<file path="config.mk">
export PLATFORM = sky130hd
export DESIGN_NAME = fuse_readback_dev_flat
export DESIGN_NICKNAME = d
export VERILOG_FILES = /design/src/hw/fuse_readback_pkg.sv /design/src/hw/fuse_readback_if.sv /design/src/hw/fuse_readback_dev.sv /design/src/flat_wrapper.sv
export VERILOG_INCLUDE_DIRS = /design/src /design/src/hw
export SDC_FILE = /design/constraint.sdc
export NUM_CORES = 1
export LEC_CHECK = 0
export ABC_AREA = 0
export BUFFER_PORTS_ARGS = -buffer_cell sky130_fd_sc_hd__buf_4
export CORE_MARGIN = 1
export CORE_UTILIZATION = 50
export DETAILED_ROUTE_END_ITERATION = 10
export GPL_TIMING_DRIVEN = 0
export MAX_ROUTING_LAYER = met4
export PLACE_DENSITY = 0.75
export SYNTH_ARGS = -nofsm -noshare
export SYNTH_HDL_FRONTEND = slang
export SYNTH_SLANG_ARGS = --single-unit
</file>
<file path="constraint.sdc">
create_clock -name sys_clk -period 2.4 [get_ports sys_clk]
set_input_delay 0.36 -clock sys_clk [delete_from_list [all_inputs] [get_ports sys_clk]]
set_output_delay 0.36 -clock sys_clk [all_outputs]
set_load 0.01 [all_outputs]
</file>
<file path="src/hw/fuse_readback_defs.svh">
// Purpose: Offsets, field positions and timing counts for the fuse/lock/signature readback
// Assumes: 125 MHz sys_clk, 16-bit address pointer, 8-bit control register
// Notes: Shared by the core end and the device end
`ifndef FUSE_READBACK_DEFS_SVH
`define FUSE_READBACK_DEFS_SVH

// ************************************************
// Control register field positions
// ************************************************
`define CTL_SPM_EN_BIT 0
`define CTL_PAGE_ERASE_BIT 1
`define CTL_PAGE_WRITE_BIT 2
`define CTL_LOCK_FUSE_SEL_BIT 3
`define CTL_RWW_REENABLE_BIT 4
`define CTL_SIG_SEL_BIT 5
`define CTL_RWW_BUSY_BIT 6
`define CTL_RESET_VALUE 8'h00

// ************************************************
// Pointer addresses
// ************************************************
`define ADDR_LOW_FUSE 16'h0000
`define ADDR_LOCK 16'h0001
`define ADDR_EXT_FUSE 16'h0002
`define ADDR_HIGH_FUSE 16'h0003
`define ADDR_SIG_1 16'h0000
`define ADDR_OSC_CAL 16'h0001
`define ADDR_SIG_2 16'h0002
`define ADDR_SIG_3 16'h0004

// ************************************************
// Timing
// ************************************************
`define LOAD_WINDOW 3'h3
`define STORE_WINDOW 3'h4
`define CLK_FREQ_MHZ 125
`define NV_WR_MIN_US 3700
`define NV_WR_MAX_US 4500
// Cycle counts are plain products of us and MHz, no rounding; exact at 125 MHz
`define NV_WR_MIN_CYC ((`NV_WR_MIN_US * `CLK_FREQ_MHZ))
`define NV_WR_MAX_CYC ((`NV_WR_MAX_US * `CLK_FREQ_MHZ))
`define UNDEF_FILL 1'b1

`endif

</file>
<file path="src/hw/fuse_readback_pkg.sv">
// Purpose: Types shared by both ends of the readback link
// Assumes: Nothing beyond the defs header
// Notes: Constants live in fuse_readback_defs.svh
package fuse_readback_pkg;
   typedef enum logic [1:0] {ARM_NONE, ARM_LOCK_FUSE, ARM_SIGNATURE, ARM_PROGRAM} arm_mode_t;
   typedef enum logic [1:0] {OP_NONE, OP_PAGE_ERASE, OP_PAGE_WRITE, OP_LOCK_WRITE} nv_op_t;
   typedef enum logic [1:0] {HS_IDLE, HS_WAIT} host_state_t;
endpackage : fuse_readback_pkg

</file>
<file path="src/hw/fuse_readback_if.sv">
// Purpose: Core-to-device link for control writes, loads and stores
// Assumes: Single clock, both ends on sys_clk
// Notes: Requests are one-cycle pulses from the core
interface fuse_readback_if (
   input wire logic sys_clk,
   input wire logic rst_n
);
   logic ctrl_we;
   logic [7:0] ctrl_wdata;
   logic [7:0] ctrl_rdata;
   logic [15:0] z_ptr;
   logic [7:0] store_data;
   logic load_req;
   logic store_req;
   logic load_ack;
   logic [7:0] load_data;

   modport core (
      input sys_clk, rst_n, ctrl_rdata, load_ack, load_data,
      output ctrl_we, ctrl_wdata, z_ptr, store_data, load_req, store_req
   );
   modport dev (
      input sys_clk, rst_n, ctrl_we, ctrl_wdata, z_ptr, store_data, load_req, store_req,
      output ctrl_rdata, load_ack, load_data
   );
endinterface : fuse_readback_if

</file>
<file path="src/hw/fuse_readback_dev.sv">
// Purpose: Device end: arms and serves lock, fuse and signature loads, times flash writes
// Assumes: Nonvolatile values arrive as static inputs; flash array answers combinationally
// Notes: The write timer sits on por_n so a system reset cannot cut a write short
`include "fuse_readback_defs.svh"

module fuse_readback_dev
   import fuse_readback_pkg::*;
#(
   parameter int NV_WR_CYCLES = `NV_WR_MIN_CYC,
   parameter logic [7:0] SIG_BYTE_1 = 8'h5A, // Arbitrary value
   parameter logic [7:0] SIG_BYTE_2 = 8'h3C, // Arbitrary value
   parameter logic [7:0] SIG_BYTE_3 = 8'h81  // Arbitrary value
) (
   fuse_readback_if.dev bus,
   input wire logic por_n,
   input wire logic [5:0] lock_bits,
   input wire logic [7:0] low_fuse_byte,
   input wire logic [7:0] high_fuse_byte,
   input wire logic [3:0] extended_fuse_byte,
   input wire logic [7:0] osc_cal,
   output logic [15:0] flash_addr,
   input wire logic [7:0] flash_rdata,
   output nv_op_t nv_op,
   output logic nv_busy,
   output logic [15:0] nv_addr,
   output logic [7:0] nv_data
);

   // ************************************************
   // Load result selection
   // ************************************************

   // Lock/fuse bits pass as stored: 0 programmed, 1 unprogrammed
   function automatic logic [7:0] fuse_sel(input logic [15:0] a);
      case (a)
         `ADDR_LOW_FUSE: fuse_sel = low_fuse_byte;
         `ADDR_LOCK: fuse_sel = {{2{`UNDEF_FILL}}, lock_bits};
         `ADDR_EXT_FUSE: fuse_sel = {{4{`UNDEF_FILL}}, extended_fuse_byte};
         `ADDR_HIGH_FUSE: fuse_sel = high_fuse_byte;
         default: fuse_sel = 8'hFF;
      endcase
   endfunction : fuse_sel

   // Reserved signature addresses return all ones
   function automatic logic [7:0] sig_sel(input logic [15:0] a);
      case (a)
         `ADDR_SIG_1: sig_sel = SIG_BYTE_1;
         `ADDR_OSC_CAL: sig_sel = osc_cal;
         `ADDR_SIG_2: sig_sel = SIG_BYTE_2;
         `ADDR_SIG_3: sig_sel = SIG_BYTE_3;
         default: sig_sel = 8'hFF;
      endcase
   endfunction : sig_sel

   // ************************************************
   // Arming and control register
   // ************************************************
   arm_mode_t arm_q, arm_d;
   logic [2:0] cnt_q, cnt_d;
   logic [1:0] page_cmd_q, page_cmd_d;
   logic rww_busy_q, rww_busy_d;
   logic [7:0] ctrl_rdata_q, ctrl_rdata_d;
   logic rd_pend_q, rd_pend_d;
   logic rd_ack_q, rd_ack_d;
   arm_mode_t rd_src_q, rd_src_d;
   logic [15:0] rd_addr_q, rd_addr_d;
   logic [7:0] rd_data_q, rd_data_d;
   logic nv_start;
   nv_op_t nv_start_op;
   logic load_take;

   assign load_take = bus.load_req && !rd_pend_q;

   // Arming decode, window count and auto-clear
   always_comb begin
      arm_d = arm_q;
      cnt_d = cnt_q;
      page_cmd_d = page_cmd_q;
      rww_busy_d = rww_busy_q;
      nv_start = 1'b0;
      nv_start_op = OP_NONE;
      if (bus.ctrl_we && !nv_busy) begin
         cnt_d = 3'h1;
         page_cmd_d = {bus.ctrl_wdata[`CTL_PAGE_WRITE_BIT], bus.ctrl_wdata[`CTL_PAGE_ERASE_BIT]};
         if (!bus.ctrl_wdata[`CTL_SPM_EN_BIT]) begin
            arm_d = ARM_NONE;
            cnt_d = 3'h0;
         end else if (bus.ctrl_wdata[`CTL_SIG_SEL_BIT]) begin
            arm_d = ARM_SIGNATURE;
         end else if (bus.ctrl_wdata[`CTL_LOCK_FUSE_SEL_BIT]) begin
            arm_d = ARM_LOCK_FUSE;
         end else if (bus.ctrl_wdata[`CTL_RWW_REENABLE_BIT]) begin
            // Re-enable only clears the busy flag, nothing is armed
            rww_busy_d = 1'b0;
            arm_d = ARM_NONE;
            cnt_d = 3'h0;
         end else begin
            arm_d = ARM_PROGRAM;
         end
      end else if (arm_q != ARM_NONE) begin
         cnt_d = cnt_q + 3'h1;
         if (load_take && cnt_q <= `LOAD_WINDOW &&
             (arm_q == ARM_LOCK_FUSE || arm_q == ARM_SIGNATURE)) begin
            arm_d = ARM_NONE;
            cnt_d = 3'h0;
         end else if (bus.store_req && cnt_q <= `STORE_WINDOW && arm_q != ARM_SIGNATURE) begin
            nv_start = 1'b1;
            if (arm_q == ARM_LOCK_FUSE) begin
               nv_start_op = OP_LOCK_WRITE;
            end else if (page_cmd_q[1]) begin
               nv_start_op = OP_PAGE_WRITE;
               rww_busy_d = 1'b1;
            end else if (page_cmd_q[0]) begin
               nv_start_op = OP_PAGE_ERASE;
               rww_busy_d = 1'b1;
            end else begin
               nv_start = 1'b0; // Buffer load: outside this block
            end
            arm_d = ARM_NONE;
            cnt_d = 3'h0;
         end else if (arm_q == ARM_SIGNATURE && cnt_q >= `LOAD_WINDOW) begin
            arm_d = ARM_NONE;
            cnt_d = 3'h0;
         end else if (cnt_q >= `STORE_WINDOW) begin
            // Lock/fuse arming also serves a lock write, so it lives the store window
            arm_d = ARM_NONE;
            cnt_d = 3'h0;
         end
      end
   end

   // Load pipeline: take, address flash, return
   always_comb begin
      rd_pend_d = rd_pend_q;
      rd_src_d = rd_src_q;
      rd_addr_d = rd_addr_q;
      rd_data_d = rd_data_q;
      rd_ack_d = 1'b0;
      if (load_take) begin
         rd_pend_d = 1'b1;
         rd_addr_d = bus.z_ptr;
         rd_src_d = (cnt_q <= `LOAD_WINDOW && (arm_q == ARM_LOCK_FUSE || arm_q == ARM_SIGNATURE)) ?
                    arm_q : ARM_NONE;
      end else if (rd_pend_q) begin
         rd_pend_d = 1'b0;
         rd_ack_d = 1'b1;
         case (rd_src_q)
            ARM_LOCK_FUSE: rd_data_d = fuse_sel(rd_addr_q);
            ARM_SIGNATURE: rd_data_d = sig_sel(rd_addr_q);
            default: rd_data_d = flash_rdata;
         endcase
      end
   end

   // Status view: enable bit stays up while a write runs
   always_comb begin
      ctrl_rdata_d = `CTL_RESET_VALUE;
      ctrl_rdata_d[`CTL_SPM_EN_BIT] = (arm_q != ARM_NONE) || nv_busy;
      ctrl_rdata_d[`CTL_LOCK_FUSE_SEL_BIT] = (arm_q == ARM_LOCK_FUSE);
      ctrl_rdata_d[`CTL_SIG_SEL_BIT] = (arm_q == ARM_SIGNATURE);
      ctrl_rdata_d[`CTL_PAGE_ERASE_BIT] = (arm_q == ARM_PROGRAM) && page_cmd_q[0];
      ctrl_rdata_d[`CTL_PAGE_WRITE_BIT] = (arm_q == ARM_PROGRAM) && page_cmd_q[1];
      ctrl_rdata_d[`CTL_RWW_BUSY_BIT] = rww_busy_q;
   end

   // System-reset state
   always_ff @(posedge bus.sys_clk or negedge bus.rst_n) begin
      if (!bus.rst_n) begin
         arm_q <= ARM_NONE;
         cnt_q <= 3'h0;
         page_cmd_q <= 2'h0;
         rww_busy_q <= 1'b0;
         ctrl_rdata_q <= `CTL_RESET_VALUE;
         rd_pend_q <= 1'b0;
         rd_ack_q <= 1'b0;
         rd_src_q <= ARM_NONE;
         rd_addr_q <= 16'h0000;
         rd_data_q <= 8'h00;
      end else begin
         arm_q <= arm_d;
         cnt_q <= cnt_d;
         page_cmd_q <= page_cmd_d;
         rww_busy_q <= rww_busy_d;
         ctrl_rdata_q <= ctrl_rdata_d;
         rd_pend_q <= rd_pend_d;
         rd_ack_q <= rd_ack_d;
         rd_src_q <= rd_src_d;
         rd_addr_q <= rd_addr_d;
         rd_data_q <= rd_data_d;
      end
   end

   assign bus.ctrl_rdata = ctrl_rdata_q;
   assign bus.load_ack = rd_ack_q;
   assign bus.load_data = rd_data_q;
   assign flash_addr = rd_addr_q;

   // ************************************************
   // Write timer
   // ************************************************
   logic [19:0] nv_cnt_q, nv_cnt_d;
   nv_op_t nv_op_q, nv_op_d;
   logic [15:0] nv_addr_q, nv_addr_d;
   logic [7:0] nv_data_q, nv_data_d;

   // Fixed count from the calibrated clock, inside 3.7..4.5 ms
   always_comb begin
      nv_cnt_d = nv_cnt_q;
      nv_op_d = nv_op_q;
      nv_addr_d = nv_addr_q;
      nv_data_d = nv_data_q;
      if (nv_op_q != OP_NONE) begin
         if (nv_cnt_q == 20'h00001) begin
            nv_op_d = OP_NONE;
            nv_cnt_d = 20'h00000;
         end else begin
            nv_cnt_d = nv_cnt_q - 20'h00001;
         end
      end else if (nv_start) begin
         nv_op_d = nv_start_op;
         nv_cnt_d = NV_WR_CYCLES[19:0];
         nv_addr_d = bus.z_ptr;
         nv_data_d = bus.store_data;
      end
   end

   // Only power-on clears this; system reset lets the write finish
   always_ff @(posedge bus.sys_clk or negedge por_n) begin
      if (!por_n) begin
         nv_cnt_q <= 20'h00000;
         nv_op_q <= OP_NONE;
         nv_addr_q <= 16'h0000;
         nv_data_q <= 8'h00;
      end else begin
         nv_cnt_q <= nv_cnt_d;
         nv_op_q <= nv_op_d;
         nv_addr_q <= nv_addr_d;
         nv_data_q <= nv_data_d;
      end
   end

   assign nv_op = nv_op_q;
   assign nv_busy = (nv_op_q != OP_NONE);
   assign nv_addr = nv_addr_q;
   assign nv_data = nv_data_q;

endmodule : fuse_readback_dev

</file>
<file path="src/flat_wrapper.sv">
// flat-port wrapper written by rule: the top's interface ports become plain ports
module fuse_readback_dev_flat import fuse_readback_pkg::*;
#(
   parameter int NV_WR_CYCLES = `NV_WR_MIN_CYC,
   parameter logic [7:0] SIG_BYTE_1 = 8'h5A,                   
   parameter logic [7:0] SIG_BYTE_2 = 8'h3C,                   
   parameter logic [7:0] SIG_BYTE_3 = 8'h81                    
)
  (por_n, lock_bits, low_fuse_byte, high_fuse_byte, extended_fuse_byte, osc_cal, flash_addr, flash_rdata, nv_op, nv_busy, nv_addr, nv_data, sys_clk, rst_n, bus_ctrl_we, bus_ctrl_wdata, bus_z_ptr, bus_store_data, bus_load_req, bus_store_req, bus_ctrl_rdata, bus_load_ack, bus_load_data);
  fuse_readback_if bus_i (.sys_clk(sys_clk), .rst_n(rst_n));
  input wire logic por_n;
  input wire logic [5:0] lock_bits;
  input wire logic [7:0] low_fuse_byte;
  input wire logic [7:0] high_fuse_byte;
  input wire logic [3:0] extended_fuse_byte;
  input wire logic [7:0] osc_cal;
  output logic [15:0] flash_addr;
  input wire logic [7:0] flash_rdata;
  output nv_op_t nv_op;
  output logic nv_busy;
  output logic [15:0] nv_addr;
  output logic [7:0] nv_data;
  input wire logic sys_clk;
  input wire logic rst_n;
  input wire logic [$bits(bus_i.ctrl_we)-1:0] bus_ctrl_we;
  input wire logic [$bits(bus_i.ctrl_wdata)-1:0] bus_ctrl_wdata;
  input wire logic [$bits(bus_i.z_ptr)-1:0] bus_z_ptr;
  input wire logic [$bits(bus_i.store_data)-1:0] bus_store_data;
  input wire logic [$bits(bus_i.load_req)-1:0] bus_load_req;
  input wire logic [$bits(bus_i.store_req)-1:0] bus_store_req;
  output wire logic [$bits(bus_i.ctrl_rdata)-1:0] bus_ctrl_rdata;
  output wire logic [$bits(bus_i.load_ack)-1:0] bus_load_ack;
  output wire logic [$bits(bus_i.load_data)-1:0] bus_load_data;
  assign bus_i.ctrl_we = bus_ctrl_we;
  assign bus_i.ctrl_wdata = bus_ctrl_wdata;
  assign bus_i.z_ptr = bus_z_ptr;
  assign bus_i.store_data = bus_store_data;
  assign bus_i.load_req = bus_load_req;
  assign bus_i.store_req = bus_store_req;
  assign bus_ctrl_rdata = bus_i.ctrl_rdata;
  assign bus_load_ack = bus_i.load_ack;
  assign bus_load_data = bus_i.load_data;
  fuse_readback_dev #(.NV_WR_CYCLES(NV_WR_CYCLES), .SIG_BYTE_1(SIG_BYTE_1), .SIG_BYTE_2(SIG_BYTE_2), .SIG_BYTE_3(SIG_BYTE_3)) u_core (.bus(bus_i), .por_n(por_n), .lock_bits(lock_bits), .low_fuse_byte(low_fuse_byte), .high_fuse_byte(high_fuse_byte), .extended_fuse_byte(extended_fuse_byte), .osc_cal(osc_cal), .flash_addr(flash_addr), .flash_rdata(flash_rdata), .nv_op(nv_op), .nv_busy(nv_busy), .nv_addr(nv_addr), .nv_data(nv_data));
endmodule
</file>
# Word level (Yosys, flattened, before mapping)
# Cells that the tools add are included.
[totals]
reg_bits = 88
elab_cells = 125
[classes]
reduce_logical = 27
magnitude_cmp = 4
eq_ne = 18
muxes = 58
n_bitwise = 2
add_sub_neg = 2
[op_table]
columns = ["operator", "count"]
rows = [
  ["$pmux W8 S4", 2],
  ["$mux W20", 3],
  ["$mux W2", 20],
  ["$eq A16 B2 Y1 const B", 2],
  ["$mux W3", 9],
  ["$mux W1", 23],
  ["$eq A20 B1 Y1 const B", 1],
  ["$sub A20 B1 Y20 const B", 1],
  ["$eq A16 B1 Y1 const B", 1],
  ["$eq A16 B3 Y1 const B", 1],
  ["$logic_not A16 Y1", 1],
  ["$pmux W8 S2", 1],
  ["$ne A2 B2 Y1 const B", 7],
  ["$logic_and A1 B1 Y1", 10],
  ["$reduce_bool A2 Y1", 5],
  ["$reduce_and A9 Y1", 1],
  ["$reduce_and A2 Y1", 4],
  ["$eq A2 B2 Y1 const B", 3],
  ["$reduce_bool A5 Y1", 1],
  ["$eq A2 B1 Y1 const B", 2],
  ["$add A3 B1 Y3 const B", 1],
  ["$ge A3 B2 Y1 const B", 1],
  ["$ge A3 B3 Y1 const B", 1],
  ["$le A3 B2 Y1 const B", 1],
  ["other kinds (6)", 9],
]

# Logic depth before layout (Yosys ltp)
[logic_depth]
word_depth = 9
mapped_depth = 9
mapped_depth_nobuf = 7

# Worst setup path before layout
# OpenSTA, ideal clock, no wires.
[synth_timing]
path_type = "reg-to-reg"
startpoint = "register u_core.cnt_q[0]"
endpoint = "register u_core.nv_addr_q[0] (netlist: u_core.nv_addr[0])"
required_ns = 2.275
stages_incl_launch_ff = 8
path_slack_ns = 0.231
period_less_slack_ns = 2.169
n_path_buf = 2
t_arrival_ns = 2.044
cell_sequence = "dfrtp_1 ha_1 nand3b_1 and4b_4 or4_4 buf_6 buf_12 mux2_4"
[synth_between]
elab_chain_len = 8
elab_cells_between_ends = 11
cone_classes = "2 x order compare; 4 x mux; 5 x reduce/logical"
[synth_rtl]
columns = ["element", "line", "source"]
rows = [
  ["from (decl)", "fuse_readback_dev.sv:59", "logic [2:0] cnt_q, cnt_d;"],
  ["from (signal assigned)", "fuse_readback_dev.sv:181", "cnt_q <= cnt_d;"],
  ["$le A3 B3 Y1 (no line)", "n/a", ""],
  ["$logic_and A1 B1 Y1 (no line)", "n/a", ""],
  ["$logic_and A1 B1 Y1", "fuse_readback_dev.sv:106", "end else if (bus.store_req && cnt_q <= `STORE_WINDOW && arm_q != ARM_SIGNATURE) begin"],
  ["$mux W1", "fuse_readback_dev.sv:106", ""],
  ["$mux W1 (*)", "fuse_readback_dev.sv:102", "if (load_take && cnt_q <= `LOAD_WINDOW &&"],
  ["$mux W1 (*)", "fuse_readback_dev.sv:100", "end else if (arm_q != ARM_NONE) begin"],
  ["$mux W1 (*)", "fuse_readback_dev.sv:82", "if (bus.ctrl_we && !nv_busy) begin"],
  ["$reduce_and A2 Y1 (no line) (*)", "n/a", ""],
  ["to (signal assigned)", "fuse_readback_dev.sv:237", "nv_addr_q <= nv_addr_d;"],
  ["to (decl)", "fuse_readback_dev.sv:203", "logic [15:0] nv_addr_q, nv_addr_d;"],
]
# Mark *: on every way between the ends. The rest lies on a longest branch, timed or not.
# A chain may end at the register's enable or synchronous reset.

# Worst setup path in the final report
[layout_timing]
startpoint = "register u_core.arm_q[1]"
endpoint = "register u_core.nv_addr_q[4] (netlist: u_core.nv_addr[4])"
[layout_between]
elab_chain_len = 7
elab_cells_between_ends = 13
cone_classes = "3 x eq/ne; 5 x mux; 5 x reduce/logical"
[layout_rtl]
columns = ["element", "line", "source"]
rows = [
  ["from (decl)", "fuse_readback_dev.sv:58", "arm_mode_t arm_q, arm_d;"],
  ["from (signal assigned)", "fuse_readback_dev.sv:180", "arm_q <= arm_d;"],
  ["$eq A2 B1 Y1 (*)", "n/a", ""],
  ["net u_core.ctrl_rdata_d[3]", "fuse_readback_dev.sv:62", "logic [7:0] ctrl_rdata_q, ctrl_rdata_d;"],
  ["$mux W1 / $logic_or A1 B1 Y1 (equally long branches)", "fuse_readback_dev.sv:108, fuse_readback_dev.sv:103", ""],
  ["$mux W1 / $logic_and A1 B1 Y1 (equally long branches)", "fuse_readback_dev.sv:106, fuse_readback_dev.sv:102", ""],
  ["$mux W1 (*)", "fuse_readback_dev.sv:102", ""],
  ["$mux W1 (*)", "fuse_readback_dev.sv:100", ""],
  ["$mux W1 (*)", "fuse_readback_dev.sv:82", ""],
  ["$reduce_and A2 Y1 (no line) (*)", "n/a", ""],
]
# Mark *: on every way through the listed nets, which the timed path passes. The rest lies on a longest branch.

==> results.cfg <==
[synth]
synthFlopType = dfrtp_1
muxShareOfSynthArea_pct = 15.1
netlist_instances = 411
synth_top_family_by_area = simple AND/OR/NAND/NOR gates
yosys.area.top_type = dfrtp_1
synth-async-reset-ratio_pct = 100
syn_area_um2 = 4550
synth_compound_area_share_pct = 12.5
synth_edf_count = 0
yosys-top-cells-area = dfrtp_1 (48%), mux2_4 (6.3%), mux2_2 (5.9%)
ys_seq_elements = 88
avgSynthCellArea_um2 = 11.1
synthXorXnorAreaFrac_pct = 0
synth_cell_types = 60
yosysTopAreaCellShare_pct = 48.4
yosysWarnings = 0
synthAdderAreaFrac_pct = 2.97
synth-simple-area-share_pct = 16.1
ys_seq_area_share_pct = 48.4

[power]
p_sw_mw = 2.25
p_int_mw = 3.79
clkPwrFrac_pct = 18.2
leakagePower_nw = 2.73
seq_power_share_pct = 38.8
power.density_nw_per_um2 = 1010
vdd_ir_drop_max_mv = 0.462
switching_share_pct = 37.2
comb_power_share_pct = 43.0

[critical_path]
cp.arrival_ns = 2.56
rrSetupSlack_ns = 0.1
path_buf_inv = 3
end_kind = register
critPathLaunchType = register
crit_fanout = 10
reg2reg_depth = 8
path_class = reg2reg
crit_chain = inv_1 > ha_2 > nor3_1 > or2_2 > or4_4 > buf_6 > buf_12 > mux2_4
slowest_stage = dfrtp_1
reg2reg_to = u_core.nv_addr[4]
slowest_delay_ns = 0.44
cp_top_family = simple AND/OR/NAND/NOR gates
required_ns = 2.65
r2r_start = u_core.arm_q[1]

[place]
portBuffers = 135
dp.cells = 655
gp_congestion = 0.933
hpwl_um = 8560

[sta]
relSlewSlack_pct = 60.3
rsz0062_at_grt = true
final_max_slew_viol_count = 0
tightestPinTransition_ns = 0.595
fmax_mhz = 434
hold_viol = 0
period_minus_slack_ns = 2.30
whs_ns = 0.206
worst_clock_skew_ns = 0.00999
fin_crit_sh_pct = 95.9
setup_violations = 0

[worst_hold_path]
hold_class = in2reg
hp-start = bus_ctrl_wdata[2]
worstHoldPathCells = 3
hold_end = u_core.page_cmd_q[1]

[clock_network]
cts_sinks = 88
clock_latency_ns = 0.37
cts_buffer_depth = 2
cts_tree = built
cts_max_level = 3
cts_root_buf = clkbuf_8
clk_pin_slew_ns = 0.09
cts_inserted_buffers = 9

[global_routing]
grt_pass1_wl_um = 18600
grt_use_total_pct = 25.6
overflow = 0
grt_max_degree = 47
antenna_found_initial = 0
grt_pass1_vias = 3631

[routing]
wl_per_cell_um = 17.0
vias = 3816
routed_via_density = 5.66
ant_nets = 0
drc_errors = 0
dr.pass1.iters = 4
drt_iter0_drc = 175
drt_wl_total_um = 11500

[die]
pin_count = 140
start_util_pct = 51.9
fp.dieH_um = 97.4
rows = 34
die_x_um = 97.4
core_region_area_um2 = 8760
die-area_um2 = 9480

[flow_run]
maxCapViolations = 0

[cells_and_area]
fin_util_pct = 68.0
final_cells = 674
synthToLayoutAreaGrowth_pct = 30.9
nNetsFinal = 651
drive_above_1_share_pct = 39.2
diodes = 0

[run_status]
status = complete, no violations
metrics by stage:
step           TNS (ns)  power [mW]  setup slack [ns]  area (um2)
2_1_floorplan         0        3.83             0.231        4550
3_3_place_gp          0        4.85            0.0858        5700
3_5_place_dp          0        4.94            0.0360        5700
4_1_cts               0        6.04            0.0377        5930
5_1_grt          -0.229        6.42           -0.0612        5960
6_report              0        6.04            0.0977        5960
Yosys cell counts (3+ instances only):
library cell	count
a21oi_1	13
a31oi_1	7
and2_1	4
and3_1	3
clkbuf_1	14
dfrtp_1	88
ha_1	10
inv_1	19
mux2_2	24
mux2_4	19
mux2i_1	4
mux4_2	4
nand2_1	19
nand2b_1	6
nand3_1	10
nand3b_1	6
nand4_1	7
nor2_1	28
nor2b_1	3
nor3_1	14
nor4_1	8
o211ai_1	4
o21a_1	5
o21ai_0	25
o22a_1	3
o22ai_1	4
o2bb2ai_1	3
or3_1	7
worst max-delay path by stage:
stage	startpoint	end	slack (ns)	cells after the start
2_1_floorplan	u_core.cnt_q[0]	u_core.nv_addr[0]	0.23	7
3_3_place_gp	u_core.arm_q[0]	u_core.nv_data[2]	0.09	8
3_5_place_dp	u_core.arm_q[0]	u_core.nv_cnt_q[3]	0.04	7
4_1_cts	u_core.arm_q[0]	u_core.nv_cnt_q[3]	0.04	7
5_1_grt	u_core.arm_q[0]	u_core.nv_cnt_q[2]	-0.06	9
6_report	u_core.arm_q[1]	u_core.nv_addr[4]	0.1	8
worst min-delay path, delay by kind of cell:
family / cells / cell delay, ns
buffers and inverters: 1 / 0.08
AOI/OAI and AO/OA: 1 / 0.06
and+or+nand+nor: 1 / 0.04
sequential cells by signal, indices dropped and copies added, names as in the netlist:
signal                 flops
u_core.rd_pend_q           1
u_core.nv_op               2
u_core.bus.load_ack        1
u_core.bus.load_data       8
u_core.nv_addr            16
u_core.nv_cnt_q           20
u_core.arm_q               2
u_core.rd_src_q            2
u_core.cnt_q               3
u_core.rww_busy_q          1
u_core.page_cmd_q          2
u_core.flash_addr         16
u_core.nv_data             8
u_core.bus.ctrl_rdata      6
logic make-up after synthesis:
family | Yosys count
AOI/OAI and AO/OA | 87
adders and majority gates | 11
buffers and inverters | 44
DFF | 88
muxes | 51
other | 1
and+or+nand+nor | 129
cell type report:
cell class	instances	area, um2
Inverter	20	75.1
Clock buffer	9	124
Clock inverter	7	88.8
Tap cell	108	135
Fill cell	677	2810
Buffer	24	148
Timing Repair Buffer	138	1040
Sequential cell	88	2200
Multi-Input combinational cell	280	2140
per-layer routing:
| layer | part of all wire [%] | GRT usage [%] |
|---|---|---|
| met4 | 1.2 | 6.56 |
| met1 | 46 | 35.3 |
| met3 | 6.3 | 4.68 |
| met5 | 0 | - |
| met2 | 47 | 39.2 |
cell usage in the layout, fill, tap and decap left out, drive strengths merged, types with 13 or more instances in the layout:
cell type / netlist / routed
dfrtp: 88 / 88
o21ai: 27 / 27
nor3: 14 / 14
clkbuf: 14 / 23
buf: 10 / 146
inv: 20 / 23
a21oi: 13 / 13
nand2: 19 / 19
mux2: 43 / 43
nor2: 28 / 28
repair_timing:
item                       CTS  global route
buffers inserted             0             1
gates resized for setup      0             4
setup endpoints to repair    0            22
hold buffers                 2             0
hold endpoints to repair    58             0
power groups by stage:
stage / Sequential [mW] / Clock (mW) / Combinational [mW]
finish: 2.34 / 1.10 / 2.60
global route: 2.40 / 1.18 / 2.84
CTS: 2.34 / 1.12 / 2.58
detailed placement: 2.37 / 0 / 2.57
global placement: 2.34 / 0 / 2.52
floorplan: 2.45 / 0 / 1.38
Note: power is estimated with default switching activity, not from simulation.
